## src/pio_pkg.sv

```systemverilog
package pio_pkg;
  localparam int ADDR_W = 16;
  localparam int DATA_W = 8;
  // Special function area bounds.
  localparam logic [15:0] SFA_FIRST = 16'h0000;
  localparam logic [15:0] SFA_LAST = 16'h003f;
  // Register offsets.
  localparam logic [5:0] OFS_P0_LATCH = 6'h00;
  localparam logic [5:0] OFS_P1_LATCH = 6'h01;
  localparam logic [5:0] OFS_P2_LATCH = 6'h02;
  localparam logic [5:0] OFS_P3_LATCH = 6'h03;
  localparam logic [5:0] OFS_P4_LATCH = 6'h04;
  localparam logic [5:0] OFS_P0_PINS = 6'h08;
  localparam logic [5:0] OFS_P2_PINS = 6'h0a;
  localparam logic [5:0] OFS_P1_DIR = 6'h0d;
  localparam logic [5:0] OFS_P3_DIR = 6'h0e;
  localparam logic [5:0] OFS_P4_DIR = 6'h0f;
  localparam logic [5:0] OFS_CONV_CTRL1 = 6'h1c;
  localparam logic [5:0] OFS_EXT_INT_CTRL = 6'h37;
  // Field positions.
  localparam int EXT_IRQ0_PIN_SELECT_BIT = 6;
  localparam int ANALOG_INPUT_DISABLE_BIT = 4;
  localparam int ANALOG_CHANNEL_SELECT_LSB = 0;
  localparam int ANALOG_CHANNEL_SELECT_W = 3;
  localparam int P2_WIDTH = 3;
  // Reset values.
  localparam logic [7:0] RST_OPEN_LATCH = 8'hff;
  localparam logic [7:0] RST_DIR_LATCH = 8'h00;
  localparam logic [7:0] RST_DIR = 8'h00;
  localparam logic [7:0] RST_CONV_CTRL1 = 8'h10;
  localparam logic [7:0] RST_EXT_INT_CTRL = 8'h00;
endpackage

```

## src/pio_latch_port.sv

```systemverilog
`timescale 1ns/100ps
// Fixed output latch port: the pin is pulled low when the latch bit is 0 and its drive_mask bit is 1.
module pio_latch_port (
  input wire logic clk,
  input wire logic rstn,
  input wire logic wr_latch,
  input wire logic [7:0] wdata,
  input wire logic [7:0] drive_mask,
  output logic [7:0] latch_q,
  output logic [7:0] oe_q
);
  logic [7:0] latch_d;

  assign latch_d = wr_latch ? wdata : latch_q;

  always_ff @(posedge clk or negedge rstn) begin
    if (!rstn) begin
      latch_q <= pio_pkg::RST_OPEN_LATCH;
    end else begin
      latch_q <= latch_d;
    end
  end

  // Drive enable tracks the next latch value so the pin moves with the latch.
  always_ff @(posedge clk or negedge rstn) begin
    if (!rstn) begin
      oe_q <= 8'h00;
    end else begin
      oe_q <= ~latch_d & drive_mask;
    end
  end
endmodule // pio_latch_port

```

## src/pio_dir_port.sv

```systemverilog
`timescale 1ns/100ps
// Direction-controlled port with per-bit analog override.
module pio_dir_port (
  input wire logic clk,
  input wire logic rstn,
  input wire logic wr_latch,
  input wire logic wr_dir,
  input wire logic [7:0] wdata,
  input wire logic [7:0] pin_in,
  input wire logic [7:0] ana_mask,
  output logic [7:0] latch_q,
  output logic [7:0] dir_q,
  output logic [7:0] oe_q,
  output logic [7:0] rd_val
);
  logic [7:0] latch_d;
  logic [7:0] dir_d;

  assign latch_d = wr_latch ? wdata : latch_q;
  assign dir_d = wr_dir ? wdata : dir_q;

  always_ff @(posedge clk or negedge rstn) begin
    if (!rstn) begin
      latch_q <= pio_pkg::RST_DIR_LATCH;
    end else begin
      latch_q <= latch_d;
    end
  end

  always_ff @(posedge clk or negedge rstn) begin
    if (!rstn) begin
      dir_q <= pio_pkg::RST_DIR;
    end else begin
      dir_q <= dir_d;
    end
  end

  always_ff @(posedge clk or negedge rstn) begin
    if (!rstn) begin
      oe_q <= 8'h00;
    end else begin
      oe_q <= dir_d & ~ana_mask;
    end
  end

  genvar i;
  generate
    for (i = 0; i < 8; i++) begin : g_bit
      // An analog pin reads 0; otherwise input mode reads the pin, output the latch.
      assign rd_val[i] = ana_mask[i] ? 1'b0 : (dir_q[i] ? latch_q[i] : pin_in[i]);
    end
  endgenerate
endmodule // pio_dir_port

```

## src/pio_ports.sv

```systemverilog
`timescale 1ns/100ps
module pio_ports (
  input wire logic CORE_CLK,
  input wire logic RSTN,
  input wire logic [15:0] BUS_ADDR,
  input wire logic BUS_RD,
  input wire logic BUS_WR,
  input wire logic BUS_FIRST_STATE,
  input wire logic BUS_SECOND_STATE,
  input wire logic [7:0] BUS_WDATA,
  output logic [7:0] BUS_RDATA,
  input wire logic DUAL_CLK_MODE,
  input wire logic [7:0] P0_IN,
  output logic [7:0] P0_OUT,
  output logic [7:0] P0_OE,
  input wire logic [7:0] P1_IN,
  output logic [7:0] P1_OUT,
  output logic [7:0] P1_OE,
  input wire logic [2:0] P2_IN,
  output logic [2:0] P2_OUT,
  output logic [2:0] P2_OE,
  input wire logic [7:0] P3_IN,
  output logic [7:0] P3_OUT,
  output logic [7:0] P3_OE,
  input wire logic [7:0] P4_IN,
  output logic [7:0] P4_OUT,
  output logic [7:0] P4_OE,
  output logic EXT_IRQ0_N,
  output logic P2_0_FALL,
  output logic ANALOG_INPUT_DISABLE,
  output logic [2:0] ANALOG_CHANNEL_SELECT
);
  ////////////////////////////////////////////////////////////////////////////////
  logic in_window;
  logic [5:0] ofs;
  logic wr_stb;
  logic rd_stb;
  logic [7:0] conv_ctrl1_q;
  logic [7:0] ext_int_ctrl_q;
  logic [7:0] p0_latch;
  logic [7:0] p0_oe;
  logic [7:0] p2_latch;
  logic [7:0] p2_oe;
  logic [7:0] p2_mask;
  logic [7:0] p1_latch;
  logic [7:0] p1_dir;
  logic [7:0] p1_oe;
  logic [7:0] p1_rd;
  logic [7:0] p3_latch;
  logic [7:0] p3_dir;
  logic [7:0] p3_oe;
  logic [7:0] p3_rd;
  logic [7:0] p4_latch;
  logic [7:0] p4_dir;
  logic [7:0] p4_oe;
  logic [7:0] p4_rd;
  logic [7:0] ana_mask;
  logic ana_en;
  logic [2:0] ana_sel;
  logic [7:0] conv_ctrl1_d;
  logic [7:0] p2_latch_rd;
  logic [7:0] p2_pins_rd;
  logic wr_p0_latch;
  logic wr_p1_latch;
  logic wr_p2_latch;
  logic wr_p3_latch;
  logic wr_p4_latch;
  logic wr_p1_dir;
  logic wr_p3_dir;
  logic wr_p4_dir;
  logic wr_conv_ctrl1;
  logic wr_ext_int_ctrl;
  logic [7:0] rd_d;
  logic p20_prev_q;

  assign in_window = (BUS_ADDR >= pio_pkg::SFA_FIRST) && (BUS_ADDR <= pio_pkg::SFA_LAST);
  assign ofs = BUS_ADDR[5:0];
  assign wr_stb = BUS_WR && BUS_SECOND_STATE && in_window;
  assign rd_stb = BUS_RD && BUS_FIRST_STATE && in_window;

  ////////////////////////////////////////////////////////////////////////////////
  // One write strobe per register keeps the address decode in one place.
  assign wr_p0_latch = wr_stb && (ofs == pio_pkg::OFS_P0_LATCH);
  assign wr_p1_latch = wr_stb && (ofs == pio_pkg::OFS_P1_LATCH);
  assign wr_p2_latch = wr_stb && (ofs == pio_pkg::OFS_P2_LATCH);
  assign wr_p3_latch = wr_stb && (ofs == pio_pkg::OFS_P3_LATCH);
  assign wr_p4_latch = wr_stb && (ofs == pio_pkg::OFS_P4_LATCH);
  assign wr_p1_dir = wr_stb && (ofs == pio_pkg::OFS_P1_DIR);
  assign wr_p3_dir = wr_stb && (ofs == pio_pkg::OFS_P3_DIR);
  assign wr_p4_dir = wr_stb && (ofs == pio_pkg::OFS_P4_DIR);
  assign wr_conv_ctrl1 = wr_stb && (ofs == pio_pkg::OFS_CONV_CTRL1);
  assign wr_ext_int_ctrl = wr_stb && (ofs == pio_pkg::OFS_EXT_INT_CTRL);

  ////////////////////////////////////////////////////////////////////////////////
  // Control bits that steer the pins, held at their own addresses.
  assign conv_ctrl1_d = wr_conv_ctrl1 ? BUS_WDATA : conv_ctrl1_q;

  always_ff @(posedge CORE_CLK or negedge RSTN) begin
    if (!RSTN) begin
      conv_ctrl1_q <= pio_pkg::RST_CONV_CTRL1;
    end else begin
      conv_ctrl1_q <= conv_ctrl1_d;
    end
  end

  always_ff @(posedge CORE_CLK or negedge RSTN) begin
    if (!RSTN) begin
      ext_int_ctrl_q <= pio_pkg::RST_EXT_INT_CTRL;
    end else if (wr_ext_int_ctrl) begin
      ext_int_ctrl_q <= BUS_WDATA;
    end
  end

  // The mask follows the next control value, so a newly chosen analog pin
  // is never driven, not even for the cycle its driver needs to let go.
  assign ana_en = ~conv_ctrl1_d[pio_pkg::ANALOG_INPUT_DISABLE_BIT];
  assign ana_sel = conv_ctrl1_d[pio_pkg::ANALOG_CHANNEL_SELECT_LSB +:
                                pio_pkg::ANALOG_CHANNEL_SELECT_W];

  genvar ch;
  generate
    for (ch = 0; ch < 8; ch++) begin : g_ana
      assign ana_mask[ch] = ana_en && (ana_sel == 3'(ch));
    end
  endgenerate

  ////////////////////////////////////////////////////////////////////////////////
  // Crystal pins of port 2 are released in dual-clock mode.
  assign p2_mask = {5'h00, ~DUAL_CLK_MODE, ~DUAL_CLK_MODE, 1'b1};

  pio_latch_port u_p0 (
    .clk(CORE_CLK),
    .rstn(RSTN),
    .wr_latch(wr_p0_latch),
    .wdata(BUS_WDATA),
    .drive_mask(8'hff),
    .latch_q(p0_latch),
    .oe_q(p0_oe)
  );

  pio_latch_port u_p2 (
    .clk(CORE_CLK),
    .rstn(RSTN),
    .wr_latch(wr_p2_latch),
    .wdata(BUS_WDATA),
    .drive_mask(p2_mask),
    .latch_q(p2_latch),
    .oe_q(p2_oe)
  );

  pio_dir_port u_p1 (
    .clk(CORE_CLK),
    .rstn(RSTN),
    .wr_latch(wr_p1_latch),
    .wr_dir(wr_p1_dir),
    .wdata(BUS_WDATA),
    .pin_in(P1_IN),
    .ana_mask(8'h00),
    .latch_q(p1_latch),
    .dir_q(p1_dir),
    .oe_q(p1_oe),
    .rd_val(p1_rd)
  );

  pio_dir_port u_p3 (
    .clk(CORE_CLK),
    .rstn(RSTN),
    .wr_latch(wr_p3_latch),
    .wr_dir(wr_p3_dir),
    .wdata(BUS_WDATA),
    .pin_in(P3_IN),
    .ana_mask(ana_mask),
    .latch_q(p3_latch),
    .dir_q(p3_dir),
    .oe_q(p3_oe),
    .rd_val(p3_rd)
  );

  pio_dir_port u_p4 (
    .clk(CORE_CLK),
    .rstn(RSTN),
    .wr_latch(wr_p4_latch),
    .wr_dir(wr_p4_dir),
    .wdata(BUS_WDATA),
    .pin_in(P4_IN),
    .ana_mask(8'h00),
    .latch_q(p4_latch),
    .dir_q(p4_dir),
    .oe_q(p4_oe),
    .rd_val(p4_rd)
  );

  assign P0_OUT = p0_latch;
  assign P0_OE = p0_oe;
  assign P1_OUT = p1_latch;
  assign P1_OE = p1_oe;
  assign P2_OUT = p2_latch[2:0];
  assign P2_OE = p2_oe[2:0];
  assign P3_OUT = p3_latch;
  assign P3_OE = p3_oe;
  assign P4_OUT = p4_latch;
  assign P4_OE = p4_oe;
  assign ANALOG_INPUT_DISABLE = conv_ctrl1_q[pio_pkg::ANALOG_INPUT_DISABLE_BIT];
  assign ANALOG_CHANNEL_SELECT = conv_ctrl1_q[2:0];

  ////////////////////////////////////////////////////////////////////////////////
  // The upper five bits of port 2 read as zero; software must not rely on them.
  assign p2_latch_rd = {5'h00, p2_latch[pio_pkg::P2_WIDTH-1:0]};
  assign p2_pins_rd = {5'h00, P2_IN};

  // Read mux; unused and unmapped offsets read zero.
  always_comb begin
    rd_d = 8'h00;
    unique case (ofs)
      pio_pkg::OFS_P0_LATCH: rd_d = p0_latch;
      pio_pkg::OFS_P1_LATCH: rd_d = p1_rd;
      pio_pkg::OFS_P2_LATCH: rd_d = p2_latch_rd;
      pio_pkg::OFS_P3_LATCH: rd_d = p3_rd;
      pio_pkg::OFS_P4_LATCH: rd_d = p4_rd;
      pio_pkg::OFS_P0_PINS: rd_d = P0_IN;
      pio_pkg::OFS_P2_PINS: rd_d = p2_pins_rd;
      pio_pkg::OFS_P1_DIR: rd_d = p1_dir;
      pio_pkg::OFS_P3_DIR: rd_d = p3_dir;
      pio_pkg::OFS_P4_DIR: rd_d = p4_dir;
      pio_pkg::OFS_CONV_CTRL1: rd_d = conv_ctrl1_q;
      pio_pkg::OFS_EXT_INT_CTRL: rd_d = ext_int_ctrl_q;
      default: rd_d = 8'h00;
    endcase
  end

  // Pins are caught once, in the first state; software must debounce chatter.
  always_ff @(posedge CORE_CLK or negedge RSTN) begin
    if (!RSTN) begin
      BUS_RDATA <= 8'h00;
    end else if (rd_stb) begin
      BUS_RDATA <= rd_d;
    end
  end

  ////////////////////////////////////////////////////////////////////////////////
  // Interrupt pin routing: idle high when the pin is an ordinary port bit.
  always_ff @(posedge CORE_CLK or negedge RSTN) begin
    if (!RSTN) begin
      EXT_IRQ0_N <= 1'b1;
    end else begin
      EXT_IRQ0_N <= ext_int_ctrl_q[pio_pkg::EXT_IRQ0_PIN_SELECT_BIT] ? P0_IN[0] : 1'b1;
    end
  end

  // The edge is seen on the pin itself, so a self-driven falling edge counts too.
  always_ff @(posedge CORE_CLK or negedge RSTN) begin
    if (!RSTN) begin
      p20_prev_q <= 1'b1;
    end else begin
      p20_prev_q <= P2_IN[0];
    end
  end

  always_ff @(posedge CORE_CLK or negedge RSTN) begin
    if (!RSTN) begin
      P2_0_FALL <= 1'b0;
    end else begin
      P2_0_FALL <= p20_prev_q & ~P2_IN[0];
    end
  end
endmodule // pio_ports

```

## config.mk

```make
export PLATFORM = sky130hd
export DESIGN_NAME = pio_ports
export DESIGN_NICKNAME = d
export VERILOG_FILES = /design/src/pio_pkg.sv /design/src/pio_latch_port.sv /design/src/pio_dir_port.sv /design/src/pio_ports.sv
export SDC_FILE = /design/constraint.sdc
export NUM_CORES = 1
export LEC_CHECK = 0
export BUFFER_PORTS_ARGS = -buffer_cell sky130_fd_sc_hd__buf_2
export CAP_MARGIN = 5
export CORE_MARGIN = 1.5
export CORE_UTILIZATION = 30
export DETAILED_ROUTE_END_ITERATION = 10
export PLACE_DENSITY = 0.62
export SLEW_MARGIN = 20
export SYNTH_ARGS = -nofsm -noshare
export SYNTH_HDL_FRONTEND = slang
export SYNTH_SLANG_ARGS = --single-unit
```

## constraint.sdc

```tcl
create_clock -name CORE_CLK -period 1.7 [get_ports CORE_CLK]
set_clock_uncertainty 0.15 [all_clocks]
set_input_delay 0.34 -clock CORE_CLK [delete_from_list [all_inputs] [get_ports CORE_CLK]]
set_output_delay 0.34 -clock CORE_CLK [all_outputs]
set_load 0.03 [all_outputs]
```

==> Flow_metrics.wiki <==
{| class="wikitable"
! Metric !! Value
|-
| Async S/R FF share, synth || 100%
|-
| Antenna violations before repair || 0
|-
| Total placed cells including tap cells || 902
|-
| Result of the run || complete, but fails checks
|-
| Tot GR Track Use || 21.2%
|-
| Critical path peak fanout || 6
|-
| Post-route worst hold slack || 0.0325 ns
|-
| DP Area || 0.00713 sq mm
|-
| Cell with the largest stage delay on the worst path || or3_4
|-
| Antenna viol nets, final || 0
|-
| Clock tree from TritonCTS || yes
|-
| Logic gate share of total power || 9.7%
|-
| Failing checks || setup timing
|-
| Start-to-end type of the worst setup path || input pin to register
|-
| DRC violation count after routing || 0
|-
| Main area contributors after synthesis || dfrtp_1, mux2_2, dfstp_2
|-
| Cell taking the most area after synthesis || dfrtp_1
|-
| Number of rows in the core area || 48
|-
| Largest net degree at the start of global routing || 44
|-
| Top post-synthesis cells by count || dfrtp_1, mux2_2, nand2_1, mux2i_1, nand3_1
|-
| Post-route minimum period || 1.79 ns
|-
| Cell-by-cell trace of the critical path || buf_6, nor4_4, nand4_4, buf_6, or3_4, mux2_4, nor2_2
|-
| Clock-pin slew reported for the worst setup and hold paths after clock tree synthesis || 0.07 ns
|-
| Max Clock Freq || 557 MHz
|-
| Mean Syn Cell Area || 11.5 sq um
|-
| Ratio of cells with drive above 1 in the final layout || 56.8%
|-
| Headroom to the max-slew limit || 72.5%
|-
| Number of buffers inserted by port buffering || 149
|-
| Power density cells || about 650 mW/mm^2
|-
| Mean routed wirelength per cell || 20.6 um
|-
| Sequential area share after synthesis || 49.7%
|-
| Tcrit/Tclk final || 106%
|-
| Cell internal pwr || 3.94 mW
|-
| Max VDD drop || 0.554 mV
|-
| Global-route wire length before repair || around 30 mm
|-
| Placeable core area || 0.0173 sq mm
|-
| Max H-tree Level || 3
|-
| Top-count cell post-synth || dfrtp_1
|-
| Net count of the mapped netlist || 530
|-
| # clock sinks || 105
|-
| Average via count per standard cell || a little over 5
|-
| Number of global-route vias before repair || 4998
|-
| CP arrival || 1.93 ns
|-
| Via Count || between 4000 and 5000
|-
| TritonRoute pass-1 iters || 4
|-
| Proportion of total power due to net switching || 23.7%
|-
| Fraction of the mapped netlist area in compound gates || 8.98%
|-
| Total chip power || slightly above 5 mW
|-
| Largest stage delay on the critical path || 0.36 ns
|-
| Area share of xor/xnor cells in the synthesized design || 0.165%
|-
| DP HPWL || 14.8 mm
|-
| Root Driver || clkbuf_16
|-
| Number of flops mapped to enable cells by yosys || 0
|-
| Final weighted congestion in routability-driven placement || 0.905
|-
| Seq pwr share || 48.5%
|-
| Total count of max-transition violations in the final report || 0
|-
| Fin nets || 763
|-
| Synth warnings || 0
|-
| Switching power summed over all nets || 1.23 mW
|-
| Measured slew at the worst slew-check pin || 0.412 ns
|-
| Die Area || 0.0186 sq mm
|-
| Max-cap check violation count || 0
|-
| Summed instance area of the synthesized netlist || about 0.0053 sq mm
|-
| #FFs+latches synth || 105
|-
| Share of the core filled with cells || 45.7%
|-
| Wirelength, routed || about 19 mm
|-
| Setup TNS after final layout || -2.31 ns
|-
| Post-Syn Instances || 464
|-
| Share of synthesized cell area in full adder, half adder and majority cells || 0%
|-
| Initial Util || 30.8%
|-
| Minimum setup slack after placement || -0.688 ns
|-
| Distinct cell type count of the synthesized netlist || 64
|-
| Class of the most critical hold timing path || input pin to register
|-
| Clock latency on the worst-skew pair || between 0.3 and 0.4 ns
|-
| Number of DRC violations after detailed-routing iteration 0 || 201
|-
| Clock share of power || roughly two fifths
|-
| Area growth from synthesis to layout || 48.5%
|-
| Antenna fix cells || 0
|-
| Clock buffer depth || 2
|-
| Final Cell Area || 0.00790 sq mm
|-
| Type of origin of the critical path || input pin
|-
| Die extent in y || 136 um
|-
| Number of CTS-inserted buffers || 9
|-
| Unrepaired setup endpoints after global routing || yes
|-
| Yosys top cell area share || 42.8%
|-
| Final hold violations || 0
|-
| Dominant combinational cell family by area after synthesis || multiplexers
|-
| Flip-flop cell with the highest count after synthesis || dfrtp_1
|-
| Die boundary width || 136 um
|-
| Multiplexer share of the synthesized area || 19.3%
|-
| Setup slack after layout || -0.0949 ns
|-
| Library cell appearing most often on the critical path || buf_6
|-
| Congestion Overflow GR || 0
|-
| Leakage dissipation || 3.89 nW
|-
| Number of placed I/O pins || 150
|-
| CP required || approximately 1.8 ns
|-
| Category of the worst setup path capture point || register
|-
| Finished Layout Cells || just over 900
|-
| Simple logic cell fraction of the synthesized area || 18.0%
|-
| Total of endpoints with negative setup slack in the final report || 52
|}
## worst max-delay path: cells and delay by family
kind / cells / cell delay, ns
AND/OR/NAND/NOR: 4 / 0.99
multiplexers: 1 / 0.32
buffers and inverters: 2 / 0.27
## sequential cells by signal, indices dropped and copies added (netlist names), 8 cells and up
register        count
u_p3.latch_q        8
u_p3.dir_q          8
u_p3.oe_q           8
ext_int_ctrl_q      8
u_p4.latch_q        8
conv_ctrl1_q        8
u_p0.latch_q        8
u_p1.latch_q        8
u_p0.oe_q           8
u_p4.dir_q          8
BUS_RDATA           8
u_p1.dir_q          8
## worst paths after layout
check	from	endpoint	slack, ns	depth (start not counted)
max in group asynchronous	RSTN	conv_ctrl1_q[4]$_DFF_PN1_	0.52	3
worst min register to register	conv_ctrl1_q[6]$_DFFE_PN0P_	conv_ctrl1_q[6]$_DFFE_PN0P_	0.33	2
worst min-delay path	P2_IN[0]	P2_0_FALL$_DFF_PN0_	0.03	2
worst max register to register	conv_ctrl1_q[0]$_DFF_PN0_	BUS_RDATA[3]$_DFFE_PN0P_	0.03	6
worst max-delay path	BUS_ADDR[10]	u_p2.oe_q[2]$_DFF_PN0_	-0.09	7
min in group asynchronous	RSTN	u_p4.latch_q[1]$_DFFE_PN0P_	0.28	2
## final cells by class
class | instances | area [sq um]
fill | 1685 | 9390
multi-input combinational | 316 | 2880
sequential | 105 | 2650
timing repair buffer | 251 | 1730
tap | 225 | 282
clock buffer | 12 | 256
inverter | 14 | 52.6
clock inverter | 4 | 51.3
## cell usage in the layout, fill, tap and decap left out, types with 15 or more instances in the layout
master	instances
mux2_2	44
buf_4	85
mux2i_1	23
nor3_1	15
dfrtp_1	90
nand2_1	35
mux2_4	18
buf_2	139
nand3_1	19
## routing by layer
layer / routed length, um / global-route usage, %
met1: 8350 / 28.9
met5: 0 / 0
met4: 507 / 7.27
met3: 1040 / 3.91
met2: 9180 / 33.9
## cells by family after synthesis
group                  count (synthesis)
flip-flops                           105
AND/OR/NAND/NOR                      157
buffers and inverters                 43
AO/OA/AOI/OAI                         64
multiplexers                          94
XOR/XNOR                               1
## what timing repair did
item	in CTS	in global routing
hold buffers	3	0
endpoints found under the setup margin	86	89
pin swaps	11	8
endpoints found under the hold margin	19	0
buffers inserted	4	3
gates resized for setup	42	50
## power groups by stage
stage                     clock [mW]  sequential [mW]  combinational, mW
after global routing            2.34             2.50              0.537
after floorplan                    0             2.56              0.168
after CTS                       2.22             2.51              0.479
final                           2.16             2.51              0.499
after detailed placement           0             2.55              0.451
after global placement             0             2.55              0.446
Note: power is estimated with default switching activity, not from simulation.
